**src/logic/pcl_pkg.sv**
```systemverilog
// Constants of the pulse-count LED driver control block.
// Assumes a 50 MHz system clock; all times are turned into cycles here.
package pcl_pkg;

  // ----------------------------------------------------------------------
  // Clock and times
  // ----------------------------------------------------------------------
  localparam int CLK_MHZ = 50;
  localparam int SHDN_US = 405;
  localparam int SHDN_CYC = SHDN_US * CLK_MHZ;
  localparam int SCT_US = 200;
  localparam int SCT_CYC = SCT_US * CLK_MHZ;
  // Line timing in cycles
  localparam int LAT_CYC = 1000;
  localparam int END_CYC = 2000;
  localparam int MINW_CYC = 10;

  // ----------------------------------------------------------------------
  // Widths
  // ----------------------------------------------------------------------
  localparam int RUN_W = 16;
  localparam int CNT_W = 6;
  localparam int STAB_W = 8;

  // ----------------------------------------------------------------------
  // Register addresses
  // ----------------------------------------------------------------------
  localparam logic [5:0] ADDR_FLASH = 6'h01;
  localparam logic [5:0] ADDR_TORCH = 6'h02;
  localparam logic [5:0] ADDR_STLEN = 6'h03;
  localparam logic [5:0] ADDR_LBTH = 6'h04;
  localparam logic [5:0] ADDR_STLIM = 6'h05;

  // ----------------------------------------------------------------------
  // Largest legal data per register
  // ----------------------------------------------------------------------
  localparam logic [5:0] MAX_FLASH = 6'h1F;
  localparam logic [5:0] MAX_TORCH = 6'h1F;
  localparam logic [5:0] MAX_STLEN = 6'h07;
  localparam logic [5:0] MAX_LBTH = 6'h09;
  localparam logic [5:0] MAX_STLIM = 6'h05;

  // ----------------------------------------------------------------------
  // Values after reset and shutdown
  // ----------------------------------------------------------------------
  localparam logic [4:0] RST_FLASH = 5'h04;
  localparam logic [4:0] RST_TORCH = 5'h04;
  localparam logic [2:0] RST_STLEN = 3'h7;
  localparam logic [3:0] RST_LBTH = 4'h1;
  localparam logic [2:0] RST_STLIM = 3'h0;

  // ----------------------------------------------------------------------
  // Field positions
  // ----------------------------------------------------------------------
  localparam int EN_BIT = 4;
  localparam int LVL_MSB = 3;

endpackage : pcl_pkg
```
**src/logic/pcl_ctrl.sv**
```systemverilog
// Single-wire frame receiver, write-only registers and LED interlocks.
// Assumes synchronous pin inputs and analog comparators outside.
`timescale 1ns/10ps
`default_nettype none

// What this block does
// - Low supply during flash or torch turns the LED driver off.
// - Restart after low supply needs supply back and command toggled.
// - Low supply threshold code comes from register at address 4.
// - Overvoltage latches off; cleared only by power cycle or pin low.
// - Each enable first runs a 200 us short test; short ignores command.
// - Short test result is never stored; test repeats each activation.
// - Overheat disables driver until cool and a request input toggles.
// - Pin low 405 us enters shutdown and restores register defaults.
// - Registers are write-only; nothing is read back over the pin.
// - First falling edge in idle starts a frame and clears the count.
// - Pulses count only within latch timeout, with glitch filtering.
// - High past latch timeout stores count as address, then data.
// - Stop sequence hands shadow address and data to the decoder.
// - Only one address plus one data word forms a valid frame.
// - Unknown address or out-of-range data discards the frame.
// - Addresses 1 to 5 with maxima 31, 31, 7, 9 and 5.
// - Too many pulses for the target register drops the data.
// - Idle after frame end, on rise from shutdown, or on error.
// - Pin low for the shutdown time drops frame, restores defaults.
// - Low past latch timeout but short of shutdown aborts the frame.
// - Flash register bit 4 arms flash, bits 3:0 give flash level.
// - Torch register bit 4 turns torch on, bits 3:0 give level.
// - Flash ends when flash pin is low and flash bit is clear.
module pcl_ctrl #(
  parameter int LAT_CYC = pcl_pkg::LAT_CYC,
  parameter int END_CYC = pcl_pkg::END_CYC,
  parameter int MINW_CYC = pcl_pkg::MINW_CYC,
  parameter int SHDN_CYC = pcl_pkg::SHDN_CYC,
  parameter int SCT_CYC = pcl_pkg::SCT_CYC
) (
  // Clock and reset
  input wire logic sys_clk,
  input wire logic nrst,
  // Host pins
  input wire logic enable_data_pin,
  input wire logic flash_trigger,
  // Analog indications
  input wire logic low_supply_detect,
  input wire logic output_overvoltage_guard,
  input wire logic led_short_detect,
  input wire logic die_over_limit,
  input wire logic die_below_release,
  // LED driver control
  output logic led_drive_on,
  output logic flash_active,
  output logic torch_active,
  output logic short_test_on,
  output logic [3:0] led_level_code,
  output logic low_power_shutdown,
  // Settings to analog side
  output logic [3:0] low_supply_threshold,
  output logic [2:0] safety_timer_length,
  output logic [2:0] safety_timer_current_limit
);

  localparam logic [pcl_pkg::RUN_W-1:0] LAT_W = pcl_pkg::RUN_W'(LAT_CYC);
  localparam logic [pcl_pkg::RUN_W-1:0] END_W = pcl_pkg::RUN_W'(END_CYC);
  localparam logic [pcl_pkg::RUN_W-1:0] SHDN_W =
    pcl_pkg::RUN_W'(SHDN_CYC);
  localparam logic [pcl_pkg::RUN_W-1:0] SCT_END =
    pcl_pkg::RUN_W'(SCT_CYC - 1);
  localparam logic [pcl_pkg::CNT_W-1:0] CNT_MAX = '1;

  // ----------------------------------------------------------------------
  // Types and state
  // ----------------------------------------------------------------------
  typedef enum logic [2:0] {
    F_SHDN, F_IDLE, F_WORD, F_GAP, F_STOP
  } pcl_frame_e;

  typedef enum logic [1:0] {
    L_OFF, L_TEST, L_ON, L_HOLD
  } pcl_led_e;

  typedef struct packed {
    pcl_frame_e fr;
    pcl_led_e led;
    logic second;
    logic [pcl_pkg::CNT_W-1:0] cnt;
    logic [pcl_pkg::CNT_W-1:0] sh_addr;
    logic [pcl_pkg::CNT_W-1:0] sh_data;
    logic [4:0] flash_arm_and_level;
    logic [4:0] torch_enable_and_level;
    logic [2:0] safety_timer_length;
    logic [3:0] low_supply_threshold;
    logic [2:0] safety_timer_current_limit;
    logic ovp_lock;
    logic lb_lock;
    logic hot_lock;
    logic [2:0] req_q;
    logic [pcl_pkg::RUN_W-1:0] tmr;
    logic drive_on;
    logic fl_act;
    logic to_act;
    logic test_on;
    logic [3:0] level;
    logic shdn;
  } pcl_ctrl_s;

  pcl_ctrl_s q;
  pcl_ctrl_s next_q;

  logic lvl;
  logic rise;
  logic fall;
  logic [pcl_pkg::RUN_W-1:0] run;

  // ----------------------------------------------------------------------
  // Write check
  // ----------------------------------------------------------------------
  // per-register maxima
  function automatic logic wr_ok(input logic [pcl_pkg::CNT_W-1:0] a,
                                 input logic [pcl_pkg::CNT_W-1:0] d);
    logic ok;
    ok = 1'b0;
    unique case (a)
      pcl_pkg::ADDR_FLASH: ok = (d <= pcl_pkg::MAX_FLASH);
      pcl_pkg::ADDR_TORCH: ok = (d <= pcl_pkg::MAX_TORCH);
      pcl_pkg::ADDR_STLEN: ok = (d <= pcl_pkg::MAX_STLEN);
      pcl_pkg::ADDR_LBTH: ok = (d <= pcl_pkg::MAX_LBTH);
      pcl_pkg::ADDR_STLIM: ok = (d <= pcl_pkg::MAX_STLIM);
      default: ok = 1'b0;
    endcase
    return ok;
  endfunction : wr_ok

  // ----------------------------------------------------------------------
  // Pin filter
  // ----------------------------------------------------------------------
  pcl_line_filter #(
    .MINW_CYC(MINW_CYC)
  ) u_filter (
    .sys_clk(sys_clk),
    .nrst(nrst),
    .pin(enable_data_pin),
    .lvl(lvl),
    .rise(rise),
    .fall(fall),
    .run(run)
  );

  // ----------------------------------------------------------------------
  // Next state
  // ----------------------------------------------------------------------
  always_comb begin
    logic fl_req;
    logic to_req;
    logic any_req;
    logic chg;
    logic lock;
    logic driving;
    logic [2:0] reqv;
    fl_req = 1'b0;
    to_req = 1'b0;
    any_req = 1'b0;
    chg = 1'b0;
    lock = 1'b0;
    driving = 1'b0;
    reqv = '0;
    next_q = q;

    unique case (q.fr)
      F_SHDN: begin
        if (lvl) begin
          next_q.fr = F_IDLE;
        end
      end
      F_IDLE: begin
        if (fall) begin
          next_q.fr = F_WORD;
          next_q.cnt = '0;
          next_q.second = 1'b0;
        end
      end
      F_WORD: begin
        if (rise && q.cnt != CNT_MAX) begin
          next_q.cnt = q.cnt + 1'b1;
        end
        if (!lvl && run == LAT_W) begin
          next_q.fr = F_IDLE;
        end else if (lvl && run == LAT_W) begin
          if (!q.second) begin
            next_q.sh_addr = q.cnt;
            next_q.second = 1'b1;
            next_q.fr = F_GAP;
          end else begin
            next_q.sh_data = q.cnt;
            next_q.fr = F_STOP;
          end
        end
      end
      F_GAP: begin
        if (fall) begin
          next_q.fr = F_WORD;
          next_q.cnt = '0;
        end else if (lvl && run == END_W) begin
          next_q.fr = F_IDLE;
        end
      end
      F_STOP: begin
        if (fall) begin
          next_q.fr = F_IDLE;
        end else if (lvl && run == END_W) begin
          next_q.fr = F_IDLE;
          if (wr_ok(q.sh_addr, q.sh_data)) begin
            unique case (q.sh_addr)
              pcl_pkg::ADDR_FLASH:
                next_q.flash_arm_and_level = q.sh_data[4:0];
              pcl_pkg::ADDR_TORCH:
                next_q.torch_enable_and_level = q.sh_data[4:0];
              pcl_pkg::ADDR_STLEN:
                next_q.safety_timer_length = q.sh_data[2:0];
              pcl_pkg::ADDR_LBTH:
                next_q.low_supply_threshold = q.sh_data[3:0];
              pcl_pkg::ADDR_STLIM:
                next_q.safety_timer_current_limit = q.sh_data[2:0];
              default: begin
              end
            endcase
          end
        end
      end
    endcase

    if (!lvl && run >= SHDN_W) begin
      next_q.fr = F_SHDN;
      next_q.flash_arm_and_level = pcl_pkg::RST_FLASH;
      next_q.torch_enable_and_level = pcl_pkg::RST_TORCH;
      next_q.safety_timer_length = pcl_pkg::RST_STLEN;
      next_q.low_supply_threshold = pcl_pkg::RST_LBTH;
      next_q.safety_timer_current_limit = pcl_pkg::RST_STLIM;
    end

    fl_req = flash_trigger | q.flash_arm_and_level[pcl_pkg::EN_BIT];
    to_req = q.torch_enable_and_level[pcl_pkg::EN_BIT];
    any_req = (fl_req | to_req) & (q.fr != F_SHDN);
    reqv = {flash_trigger, q.flash_arm_and_level[pcl_pkg::EN_BIT], to_req};
    chg = (reqv != q.req_q);
    next_q.req_q = reqv;
    driving = (q.led == L_TEST) || (q.led == L_ON);

    if (output_overvoltage_guard) begin
      next_q.ovp_lock = 1'b1;
    end else if (!enable_data_pin) begin
      next_q.ovp_lock = 1'b0;
    end
    if (driving && low_supply_detect && q.low_supply_threshold != 4'h0) begin
      next_q.lb_lock = 1'b1;
    end else if (!low_supply_detect && chg) begin
      next_q.lb_lock = 1'b0;
    end
    if (die_over_limit) begin
      next_q.hot_lock = 1'b1;
    end else if (die_below_release && chg) begin
      next_q.hot_lock = 1'b0;
    end
    lock = next_q.ovp_lock | next_q.lb_lock | next_q.hot_lock;

    // LED sequencing
    unique case (q.led)
      L_OFF: begin
        if (any_req && !lock) begin
          next_q.led = L_TEST;
          next_q.tmr = '0;
        end
      end
      L_TEST: begin
        if (!any_req || lock) begin
          next_q.led = L_OFF;
        end else if (q.tmr >= SCT_END) begin
          next_q.led = led_short_detect ? L_HOLD : L_ON;
        end else begin
          next_q.tmr = q.tmr + 1'b1;
        end
      end
      L_ON: begin
        if (!any_req || lock) begin
          next_q.led = L_OFF;
        end
      end
      L_HOLD: begin
        // Command ignored until it goes away
        if (!any_req) begin
          next_q.led = L_OFF;
        end
      end
    endcase

    // Registered outputs
    next_q.drive_on = (next_q.led == L_ON);
    next_q.fl_act = next_q.drive_on & fl_req;
    next_q.to_act = next_q.drive_on & !fl_req & to_req;
    next_q.test_on = (next_q.led == L_TEST);
    next_q.level = fl_req ?
      q.flash_arm_and_level[pcl_pkg::LVL_MSB:0] :
      q.torch_enable_and_level[pcl_pkg::LVL_MSB:0];
    next_q.shdn = (next_q.fr == F_SHDN);
  end

  // ----------------------------------------------------------------------
  // State register
  // ----------------------------------------------------------------------
  always_ff @(posedge sys_clk or negedge nrst) begin
    if (!nrst) begin
      q <= '0;
      q.fr <= F_SHDN;
      q.led <= L_OFF;
      q.flash_arm_and_level <= pcl_pkg::RST_FLASH;
      q.torch_enable_and_level <= pcl_pkg::RST_TORCH;
      q.safety_timer_length <= pcl_pkg::RST_STLEN;
      q.low_supply_threshold <= pcl_pkg::RST_LBTH;
      q.safety_timer_current_limit <= pcl_pkg::RST_STLIM;
      q.level <= pcl_pkg::RST_FLASH[3:0];
      q.shdn <= 1'b1;
    end else begin
      q <= next_q;
    end
  end

  // ----------------------------------------------------------------------
  // Outputs
  // ----------------------------------------------------------------------
  assign led_drive_on = q.drive_on;
  assign flash_active = q.fl_act;
  assign torch_active = q.to_act;
  assign short_test_on = q.test_on;
  assign led_level_code = q.level;
  assign low_power_shutdown = q.shdn;
  assign low_supply_threshold = q.low_supply_threshold;
  assign safety_timer_length = q.safety_timer_length;
  assign safety_timer_current_limit = q.safety_timer_current_limit;

endmodule : pcl_ctrl

`default_nettype wire

```
**src/logic/pcl_line_filter.sv**
```systemverilog
// Deglitcher and edge timer for the single enable/data pin.
// Assumes the pin input is already synchronous to sys_clk.
`timescale 1ns/10ps
`default_nettype none

module pcl_line_filter #(
  parameter int MINW_CYC = pcl_pkg::MINW_CYC
) (
  // Clock and reset
  input wire logic sys_clk,
  input wire logic nrst,
  // Raw pin
  input wire logic pin,
  // Filtered line
  output logic lvl,
  output logic rise,
  output logic fall,
  output logic [pcl_pkg::RUN_W-1:0] run
);

  localparam logic [pcl_pkg::STAB_W-1:0] STAB_END =
    pcl_pkg::STAB_W'(MINW_CYC - 1);
  localparam logic [pcl_pkg::RUN_W-1:0] RUN_MAX = '1;

  typedef struct packed {
    logic [pcl_pkg::STAB_W-1:0] stab;
    logic lvl;
    logic rise;
    logic fall;
    logic [pcl_pkg::RUN_W-1:0] run;
  } pcl_flt_s;

  pcl_flt_s q;
  pcl_flt_s next_q;

  // ----------------------------------------------------------------------
  // Filter
  // ----------------------------------------------------------------------
  always_comb begin
    next_q = q;
    next_q.rise = 1'b0;
    next_q.fall = 1'b0;
    if (q.run != RUN_MAX) begin
      next_q.run = q.run + 1'b1;
    end
    if (pin != q.lvl) begin
      if (q.stab >= STAB_END) begin
        next_q.lvl = pin;
        next_q.rise = pin;
        next_q.fall = !pin;
        next_q.run = '0;
        next_q.stab = '0;
      end else begin
        next_q.stab = q.stab + 1'b1;
      end
    end else begin
      next_q.stab = '0;
    end
  end

  always_ff @(posedge sys_clk or negedge nrst) begin
    if (!nrst) begin
      q <= '0;
    end else begin
      q <= next_q;
    end
  end

  assign lvl = q.lvl;
  assign rise = q.rise;
  assign fall = q.fall;
  assign run = q.run;

endmodule : pcl_line_filter

`default_nettype wire

```
**config.mk**
```make
export PLATFORM = sky130hd
export DESIGN_NAME = pcl_ctrl
export DESIGN_NICKNAME = d
export VERILOG_FILES = /design/src/logic/pcl_pkg.sv /design/src/logic/pcl_ctrl.sv /design/src/logic/pcl_line_filter.sv
export SDC_FILE = /design/constraint.sdc
export NUM_CORES = 1
export LEC_CHECK = 0
export BUFFER_PORTS_ARGS = -buffer_cell sky130_fd_sc_hd__buf_2
export CORE_MARGIN = 3
export CORE_UTILIZATION = 40
export DETAILED_ROUTE_END_ITERATION = 6
export PLACE_DENSITY = 0.59
export SLEW_MARGIN = 30
export SYNTH_ARGS = -nofsm -noshare
export SYNTH_HDL_FRONTEND = slang
export SYNTH_SLANG_ARGS = --single-unit
```
**constraint.sdc**
```tcl
create_clock -name sys_clk -period 2.8 [get_ports sys_clk]
set_clock_uncertainty 0.05 [all_clocks]
set_input_delay 0.14 -clock sys_clk [delete_from_list [all_inputs] [get_ports sys_clk]]
set_output_delay 0.14 -clock sys_clk [all_outputs]
set_load 0.1 [all_outputs]
```
==> results.py, run 1 <==
metrics = {
    "outcome": {
        "status": "complete, no violations",
    },
    "finish": {
        "layout_common_cells": "dfrtp_1 (94), nor2_1 (65), buf_2 (26)",
        "multi_input_area_um2": 2410,
        "diodes": 0,
        "fill_cells": 1198,
        "final_common_cell": "dfrtp_1",
        "layout-drive-gt1-share_pct": 16.3,
        "seqCellArea_um2": 2560,
        "final_net_count": 564,
        "areaGrowthSynthToFinish_pct": 13.8,
    },
    "clock_network": {
        "h-tree-depth": 3,
        "cts_resized": 0,
        "cts_tree": "done",
        "cts_buffers": 9,
        "clock_latency_ns": 0.35,
        "clock_sinks": 102,
        "clock_path_buffers": 2,
        "path_clk_slew_ns": 0.07,
        "root_buffer": "clkbuf_16",
    },
    "worst_setup_path": {
        "crit_buf_inv": 0,
        "end_kind": "flop",
        "setup.worst_path.start_class": "flop",
        "crit_cells": 6,
        "critPathMaxStageDelay_ns": 0.62,
        "rr_startpoint": "q[60]",
        "path_max_fanout": 4,
        "rrSetupSlack_ns": 0.14,
        "cp.arrival_ns": 2.85,
        "cp_slowest_cell": "or4_1",
        "cp-endpoint": "low_supply_threshold[1]",
        "reg2reg_depth": 6,
        "worstReg2RegEnd": "low_supply_threshold[1]",
        "worstSetupPathType": "reg -> reg",
        "required_ns": 2.99,
        "critPathTopFamily": "simple AND/OR/NAND/NOR gates",
        "startpoint": "q[60]",
        "crit_path_cell_trace": "or3_1, or4b_1, o31a_1, or4_1, mux2i_1, nor2_1",
    },
    "floorplan": {
        "start_util_pct": 41.0,
        "dieHeight_um": 120,
        "core_area_um2": 12700,
        "die_w_um": 120,
        "row_count": 41,
        "die_area_um2": 14400,
        "ios": 28,
    },
    "route": {
        "vias": 3879,
        "vias_per_cell": 5.39,
        "drc_errors": 0,
        "drt-initial-drc-count": 344,
        "antenna_left": 0,
        "drt_wl_total_mm": 10.8,
        "wl_per_cell_um": 15.0,
        "dr.pass1.iters": 6,
    },
    "global_routing": {
        "antenna_found_initial": 0,
        "grt_overflow_total": 0,
        "grt_pass1_vias": 3679,
        "track_usage_pct": 15.6,
        "grt_max_degree": 54,
        "grt_pass1_wl_mm": 18.2,
    },
    "timing": {
        "slew_headroom_pct": 56.3,
        "hold_viol": 0,
        "worst_slack_ns": 0.140,
        "worst_pin_slew_ns": 0.655,
        "setup-tns-final_ns": 0,
        "fin_crit_sh_pct": 95.0,
        "fmax_mhz": 376,
        "drv_slew": 0,
        "finalCriticalPeriod_ns": 2.66,
        "grt_setup_unrepaired": "no",
        "setup_viol": 0,
    },
    "synth": {
        "yosysSeqAreaShare_pct": 49.3,
        "synthCells": 511,
        "ys_warn_count": 0,
        "synth_top_area_cell": "dfrtp_1",
        "synth_edf_count": 0,
        "synth_ff_type": "dfrtp_1",
        "yosys-top-cells-area": "dfrtp_1 (45%), nor2_1 (4.7%), mux2i_1 (4.2%)",
        "yosys_register_bits": 102,
        "synth_top_area_share_pct": 45.2,
        "synthArstFlopShare_pct": 100,
        "avgSynthCellArea_um2": 10.2,
        "synth_area_um2": 5200,
        "ys_types": 60,
    },
    "power_and_ir_drop": {
        "ir_worst_vdd_uv": 250,
        "p_per_area_nw_per_um2": 666,
        "total_power_mw": 3.94,
        "p_leak_nw": 2.76,
    },
    "placement": {
        "place_congestion": 0.854,
        "dp_slack_ns": 0.0299,
        "place.detailed.hpwl_mm": 7.53,
        "portBuffers": 27,
    },
    "hold_path": {
        "hold_path_class": "in -> reg",
    },
    "job": {
        "drv_cap": 0,
    },
}
-- per-stage QoR --
stage | instances | area (um^2) | hold slack [ns] | util (%)
6_report | 719 | 5920 | 0.0330 | 46.7
2_1_floorplan | 514 | 5210 | -0.206 | -
3_5_place_dp | 696 | 5520 | 0.175 | 43.6
4_1_cts | 717 | 5900 | 0.00733 | 46.6
3_3_place_gp | 696 | 5520 | 0.167 | 43.6
5_1_grt | 719 | 5920 | 0.0372 | 46.7
-- what timing repair did --
item                                   in CTS  in global routing
setup endpoints to repair                   0                 16
buffers inserted                            0                  2
hold buffers                                5                  0
endpoints found under the hold margin      50                  0
-- report_power, final --
part	internal, mW	switching, mW
clock	0.796	0.588
combinational	0.261	0.562
sequential	1.61	0.124
total	2.67	1.27
-- how the worst min path moves through the flow --
| stage | from | to | cells after the start |
|---|---|---|---|
| floorplan | nrst | flash_active | 0 |
| global placement | nrst | q[11] | 1 |
| detailed placement | nrst | q[10] | 1 |
| CTS | low_supply_detect | q[29] | 3 |
| global route | low_supply_detect | q[29] | 3 |
| finish | low_supply_detect | q[29] | 3 |
-- layer usage --
metal	global-route usage [%]	part of all wire, %	up-vias
li1	-	-	1859
met1	22.4	49	1901
met2	23.6	46	105
met3	3.39	4.1	14
met4	4.94	1.2	0
met5	0	0	-
-- sequential cells by signal (all words and copies together) (netlist names) --
register / flops
u_filter.rise: 1
q: 54
low_supply_threshold: 4
torch_active: 1
led_level_code: 4
short_test_on: 1
low_power_shutdown: 1
u_filter.run: 16
led_drive_on: 1
safety_timer_length: 3
u_filter.fall: 1
next_q: 2
safety_timer_current_limit: 3
u_filter.lvl: 1
u_filter.q: 8
flash_active: 1
-- cells by family (layout without fill, tap and decap cells) --
kind of cell | after synthesis | in the layout | synth area share (%)
other | 1 | 4 | 0.0721
AND/OR/NAND/NOR | 213 | 213 | 22.2
buffers and inverters | 50 | 83 | 4.67
XOR/XNOR | 27 | 27 | 4.55
multiplexers | 39 | 39 | 7.91
adder cells (fa/ha/maj) | 13 | 13 | 3.13
AO/OA/AOI/OAI | 66 | 66 | 8.23
flip-flops | 102 | 102 | 49.3
-- worst min-delay path: cells and delay by family --
| kind | cells | cell delay [ns] |
|---|---|---|
| AOI/OAI and AO/OA | 1 | 0.09 |
| and+or+nand+nor | 1 | 0.07 |
| buffers and inverters | 1 | 0.10 |
-- synth_stat cells, types with 3 or more instances --
cell type and n:
a211oi_1 4, xnor2_1 10, nor2_1 65, clkbuf_1 18, ha_1 13, inv_1 14
buf_4 14, nand2_1 23, or4_1 5, a21o_1 3, xor2_1 17, nand4_1 12
nor4b_1 3, nor4_1 9, or4b_1 3, nand3_1 24, dfstp_2 8, nor2b_1 7
and3_1 14, nor3b_1 5, dfrtp_1 94, mux2_2 11, nor3_1 17, or3_1 10
o21ai_0 17, nand2b_1 4, o2bb2ai_1 3, mux2_1 6, a22oi_1 3, mux2i_1 22
a21oi_1 15
-- layout make-up --
cell class | count | area share [%]
sequential | 102 | 43.3
multi-input combinational | 362 | 40.8
timing repair buffer | 52 | 5.71
clock buffer | 9 | 3.81
tap | 172 | 3.64
clock inverter | 7 | 1.78
inverter | 15 | 0.952
Note: power is estimated with default switching activity, not from simulation.
==> run 2: changes to the inputs <==
--- a/config.mk
+++ b/config.mk
@@ -6,10 +6,12 @@
 export NUM_CORES = 1
 export LEC_CHECK = 0
 export BUFFER_PORTS_ARGS = -buffer_cell sky130_fd_sc_hd__buf_2
+export CELL_PAD_IN_SITES_DETAIL_PLACEMENT = 1
+export CELL_PAD_IN_SITES_GLOBAL_PLACEMENT = 1
 export CORE_MARGIN = 3
 export CORE_UTILIZATION = 40
 export DETAILED_ROUTE_END_ITERATION = 6
-export PLACE_DENSITY = 0.59
+export PLACE_DENSITY = 0.71
 export SLEW_MARGIN = 30
 export SYNTH_ARGS = -nofsm -noshare
 export SYNTH_HDL_FRONTEND = slang
==> results.py, run 2 (synthesized netlist as in run 1, its figures left out) <==
metrics = {
    "outcome": {
        "status": "complete, no violations",
    },
    "worst_setup_path": {
        "worstReg2RegEnd": "q[57]",
        "cp_slowest_cell": "or4b_1",
        "rrSetupSlack_ns": 0.15,
        "rr_startpoint": "u_filter.run[0]",
        "path_max_fanout": 7,
        "worstSetupPathType": "reg -> reg",
        "critPathMaxStageDelay_ns": 0.49,
        "setup.worst_path.start_class": "flop",
        "crit_path_cell_trace": "inv_1, ha_1, or4b_1, nor4_4, buf_4, buf_4, nand3_1, nor2_1, buf_4, mux2_1",
        "startpoint": "u_filter.run[0]",
        "cp.arrival_ns": 2.83,
        "cp-endpoint": "q[57]",
        "end_kind": "flop",
        "reg2reg_depth": 10,
        "required_ns": 2.98,
        "crit_top_cell": "buf_4",
    },
    "route": {
        "dr.pass1.iters": 4,
        "drc_errors": 0,
        "drt-initial-drc-count": 236,
        "wl_per_cell_um": 16.7,
        "vias_per_cell": 5.43,
        "antenna_left": 0,
        "vias": 3903,
        "drt_wl_total_mm": 12.0,
    },
    "placement": {
        "place.detailed.hpwl_mm": 8.49,
        "portBuffers": 27,
        "dp_slack_ns": -0.0483,
        "place_congestion": 0.816,
    },
    "clock_network": {
        "clock_path_buffers": 2,
        "h-tree-depth": 3,
        "cts_tree": "done",
        "clock_sinks": 102,
        "root_buffer": "clkbuf_16",
        "clock_latency_ns": 0.35,
        "path_clk_slew_ns": 0.07,
        "cts_buffers": 9,
    },
    "global_routing": {
        "grt_max_degree": 56,
        "grt_pass1_vias": 4021,
        "track_usage_pct": 17.7,
        "grt_pass1_wl_mm": 20.5,
        "antenna_found_initial": 0,
        "grt_overflow_total": 0,
    },
    "timing": {
        "hold_viol": 0,
        "slew_headroom_pct": 53.0,
        "setup-tns-final_ns": 0,
        "fin_crit_sh_pct": 94.7,
        "drv_slew": 0,
        "finalCriticalPeriod_ns": 2.65,
        "worst_slack_ns": 0.148,
        "fmax_mhz": 377,
        "worst_pin_slew_ns": 0.705,
        "setup_viol": 0,
    },
    "finish": {
        "final_net_count": 564,
        "diodes": 0,
        "finish.utilization_pct": 46.5,
        "layout-drive-gt1-share_pct": 17.0,
        "largest_reg_flops": 54,
        "layout_common_cells": "dfrtp_1 (94), nor2_1 (65), buf_2 (26)",
        "areaGrowthSynthToFinish_pct": 13.4,
        "top_register": "q",
        "final_common_cell": "dfrtp_1",
    },
    "floorplan": {
        "die_w_um": 120,
        "row_count": 41,
        "start_util_pct": 41.0,
        "die_area_um2": 14400,
        "core_area_um2": 12700,
        "ios": 28,
        "dieHeight_um": 120,
    },
    "job": {
        "drv_cap": 0,
    },
    "hold_path": {
        "min_from": "die_below_release",
        "hold_path_class": "in -> reg",
    },
    "power_and_ir_drop": {
        "p_per_area_nw_per_um2": 635,
        "ir_worst_vdd_uv": 320,
        "p_leak_nw": 2.74,
    },
}
==> run 2: worst min path at each step <==
stage | endpoint | slack (ns) | cells after the start
detailed placement | q[10] | 0.18 | 1
global route | q[29] | 0.04 | 3
floorplan | flash_active | -0.21 | 0
global placement | q[9] | 0.18 | 1
CTS | q[29] | 0.02 | 3
finish | q[28] | 0.04 | 3
==> run 2: worst max-delay path, delay by kind of cell (launching register included) <==
kind / cells / cell delay (ns)
DFF: 1 / 0.41
and+or+nand+nor: 4 / 0.98
muxes: 1 / 0.35
adders and majority gates: 1 / 0.14
buffers and inverters: 4 / 0.60
==> run 2: final cells by class <==
| type | count | area (um^2) |
|---|---|---|
| Sequential cell | 102 | 2560 |
| Clock buffer | 10 | 229 |
| Multi-Input combinational cell | 362 | 2450 |
| Fill cell | 1433 | 6780 |
| Timing Repair Buffer | 52 | 338 |
| Clock inverter | 6 | 46.3 |
| Tap cell | 172 | 215 |
| Inverter | 15 | 56.3 |
==> run 2: what timing repair did <==
action,CTS,global route
buffers inserted,0,2
endpoints found under the hold margin,52,0
resized for setup,0,6
pin swaps,1,1
endpoints found under the setup margin,10,18
gates cloned,0,0
hold buffers,5,0
==> run 2: report_power, final <==
part	internal, mW	switching, mW
Clock	0.611	0.563
Combinational	0.262	0.573
Sequential	1.61	0.122
==> run 2: through the flow <==
step / cells / area (um^2) / hold slack [ns] / total power [mW]
after floorplan: 514 / 5210 / -0.206 / 2.36
after global placement: 696 / 5520 / 0.178 / 2.56
after detailed placement: 696 / 5520 / 0.183 / 2.58
after CTS: 717 / 5850 / 0.0235 / 3.78
after global routing: 719 / 5900 / 0.0377 / 3.95
final: 719 / 5900 / 0.0401 / 3.74
==> run 2: per-layer routing <==
layer | vias to the layer above | wire (um) | track usage [%]
met5 | - | 0 | 0
met4 | 0 | 110 | 4.65
met2 | 47 | 5800 | 28.1
met3 | 9 | 363 | 4.38
met1 | 1981 | 5720 | 24.4
li1 | 1866 | - | -
==> run 3: changes to the inputs <==
--- a/config.mk
+++ b/config.mk
@@ -11,6 +11,7 @@
 export CORE_MARGIN = 3
 export CORE_UTILIZATION = 40
 export DETAILED_ROUTE_END_ITERATION = 6
+export MAX_ROUTING_LAYER = met4
 export PLACE_DENSITY = 0.71
 export SLEW_MARGIN = 30
 export SYNTH_ARGS = -nofsm -noshare
==> results.py, run 3 (synthesized netlist as in run 1, its figures left out) <==
metrics = {
    "outcome": {
        "status": "complete, no violations",
    },
    "timing": {
        "worst_pin_slew_ns": 0.694,
        "drv_slew": 0,
        "setup_viol": 0,
        "grt_setup_unrepaired": "yes",
        "slew_headroom_pct": 53.7,
        "hold_viol": 0,
        "fin_crit_sh_pct": 94.7,
        "fmax_mhz": 377,
        "finalCriticalPeriod_ns": 2.65,
    },
    "clock_network": {
        "h-tree-depth": 3,
        "cts_buffers": 9,
        "path_clk_slew_ns": 0.07,
        "clock_path_buffers": 2,
        "clock_latency_ns": 0.35,
        "clock_sinks": 102,
        "cts_tree": "done",
        "root_buffer": "clkbuf_16",
    },
    "worst_setup_path": {
        "worstReg2RegEnd": "safety_timer_length[0]",
        "required_ns": 3.01,
        "path_max_fanout": 5,
        "rrSetupSlack_ns": 0.15,
        "setup.worst_path.start_class": "flop",
        "cp.arrival_ns": 2.86,
        "end_kind": "flop",
        "worstSetupPathType": "reg -> reg",
        "reg2reg_depth": 10,
        "rr_startpoint": "u_filter.run[0]",
    },
    "hold_path": {
        "min_from": "die_below_release",
        "min_to": "q[28]",
        "hold_path_class": "in -> reg",
        "hold_depth": 3,
    },
    "floorplan": {
        "ios": 28,
        "dieHeight_um": 120,
        "die_area_um2": 14400,
        "core_area_um2": 12700,
        "die_w_um": 120,
        "row_count": 41,
        "start_util_pct": 41.0,
    },
    "job": {
        "drv_cap": 0,
    },
    "finish": {
        "largest_reg_flops": 54,
        "top_register": "q",
        "fill_cells": 1428,
        "final_common_cell": "dfrtp_1",
        "stdcell_count": 719,
        "layout_common_cells": "dfrtp_1 (94), nor2_1 (65), buf_2 (26)",
        "layout-drive-gt1-share_pct": 16.8,
        "diodes": 0,
        "areaGrowthSynthToFinish_pct": 13.1,
        "multi_input_area_um2": 2430,
        "seqCellArea_um2": 2560,
        "final_net_count": 564,
    },
    "route": {
        "drt_wl_total_mm": 11.8,
        "dr.pass1.iters": 4,
        "vias": 3917,
        "wl_per_cell_um": 16.5,
        "drt-initial-drc-count": 267,
        "antenna_left": 0,
        "drc_errors": 0,
        "vias_per_cell": 5.45,
    },
    "global_routing": {
        "grt_overflow_total": 0,
        "grt_max_degree": 56,
        "track_usage_pct": 18.2,
        "antenna_found_initial": 0,
        "grt_pass1_vias": 4023,
        "grt_pass1_wl_mm": 20.5,
    },
    "power_and_ir_drop": {
        "total_power_mw": 3.74,
        "switching_share_pct": 33.5,
        "combPwrFrac_pct": 22.3,
        "seqPwrFrac_pct": 46.4,
        "p_switching_mw": 1.25,
        "clkPwrFrac_pct": 31.3,
        "ir_worst_vdd_uv": 319,
        "p_int_mw": 2.49,
        "p_per_area_nw_per_um2": 636,
        "p_leak_nw": 2.74,
    },
    "placement": {
        "portBuffers": 27,
        "dp.cells": 696,
        "place.detailed.hpwl_mm": 8.49,
        "place_congestion": 0.828,
    },
}
[run 3: cell counts in the layout (fill, tap and decap cells not counted)]
Identical to the previous run, type by type.
[run 3: worst max-delay path by stage]
| stage | from | endpoint | slack (ns) | cells past startpoint |
|---|---|---|---|---|
| 2_1_floorplan | u_filter.run[0] | q[41] | 0.27 | 9 |
| 3_3_place_gp | u_filter.run[0] | safety_timer_length[2] | 0.03 | 9 |
| 3_5_place_dp | u_filter.run[0] | next_q[25] | -0.05 | 8 |
| 4_1_cts | u_filter.run[0] | q[44] | 0.01 | 8 |
| 5_1_grt | u_filter.run[1] | safety_timer_length[0] | -0.04 | 10 |
| 6_report | u_filter.run[0] | safety_timer_length[0] | 0.15 | 10 |
[run 3: critical path, cell delays in order, from the launching register on]
cell and delay, ns:
dfrtp_1 0.41, inv_1 0.11, ha_1 0.14, or4b_1 0.49, nor4_4 0.23, buf_4 0.18
nand3_1 0.17, nor4_2 0.33, buf_4 0.20, mux2i_1 0.18, nand2_1 0.07
[run 3: power by group through the flow]
stage	clock network [mW]	logic, mW	registers, mW
global placement	0	0.810	1.75
finish	1.17	0.834	1.73
global route	1.27	0.918	1.76
CTS	1.21	0.835	1.73
floorplan	0	0.548	1.81
detailed placement	0	0.824	1.76
[run 3: through the flow]
| step | setup WS (ns) | cell area, um^2 | hold WS (ns) | utilization, % | setup TNS (ns) |
|---|---|---|---|---|---|
| after floorplan | 0.267 | 5210 | -0.206 | - | 0 |
| final | 0.148 | 5880 | 0.0407 | 46.4 | 0 |
| after global placement | 0.0306 | 5520 | 0.178 | 43.6 | 0 |
| after CTS | 0.0115 | 5850 | 0.0235 | 46.1 | 0 |
| after global routing | -0.0376 | 5880 | 0.0380 | 46.4 | -0.109 |
| after detailed placement | -0.0483 | 5520 | 0.183 | 43.6 | -0.169 |
[run 3: routing by layer]
metal / track usage (%) / vias to the layer above / part of all wire, %
met5: - / - / 0
met4: 4.65 / 0 / 0.93
met3: 4.38 / 10 / 3.6
met2: 28.2 / 59 / 48
met1: 24.3 / 1980 / 47
li1: - / 1868 / -
[run 3: what timing repair did]
item                                   in CTS  in global routing
setup endpoints to repair                  10                 18
endpoints found under the hold margin      52                  0
pin swaps                                   1                  1
gates resized for setup                     0                  4
setup buffers                               0                  2
hold buffers                                5                  0
[run 3: area by class of cell]
class | instances | area share [%]
inverters | 15 | 0.957
flip-flops and latches | 102 | 43.6
clock inverters | 6 | 0.787
clock buffers | 10 | 3.89
repair buffers | 52 | 5.74
well taps | 172 | 3.66
multi-input cells | 362 | 41.4
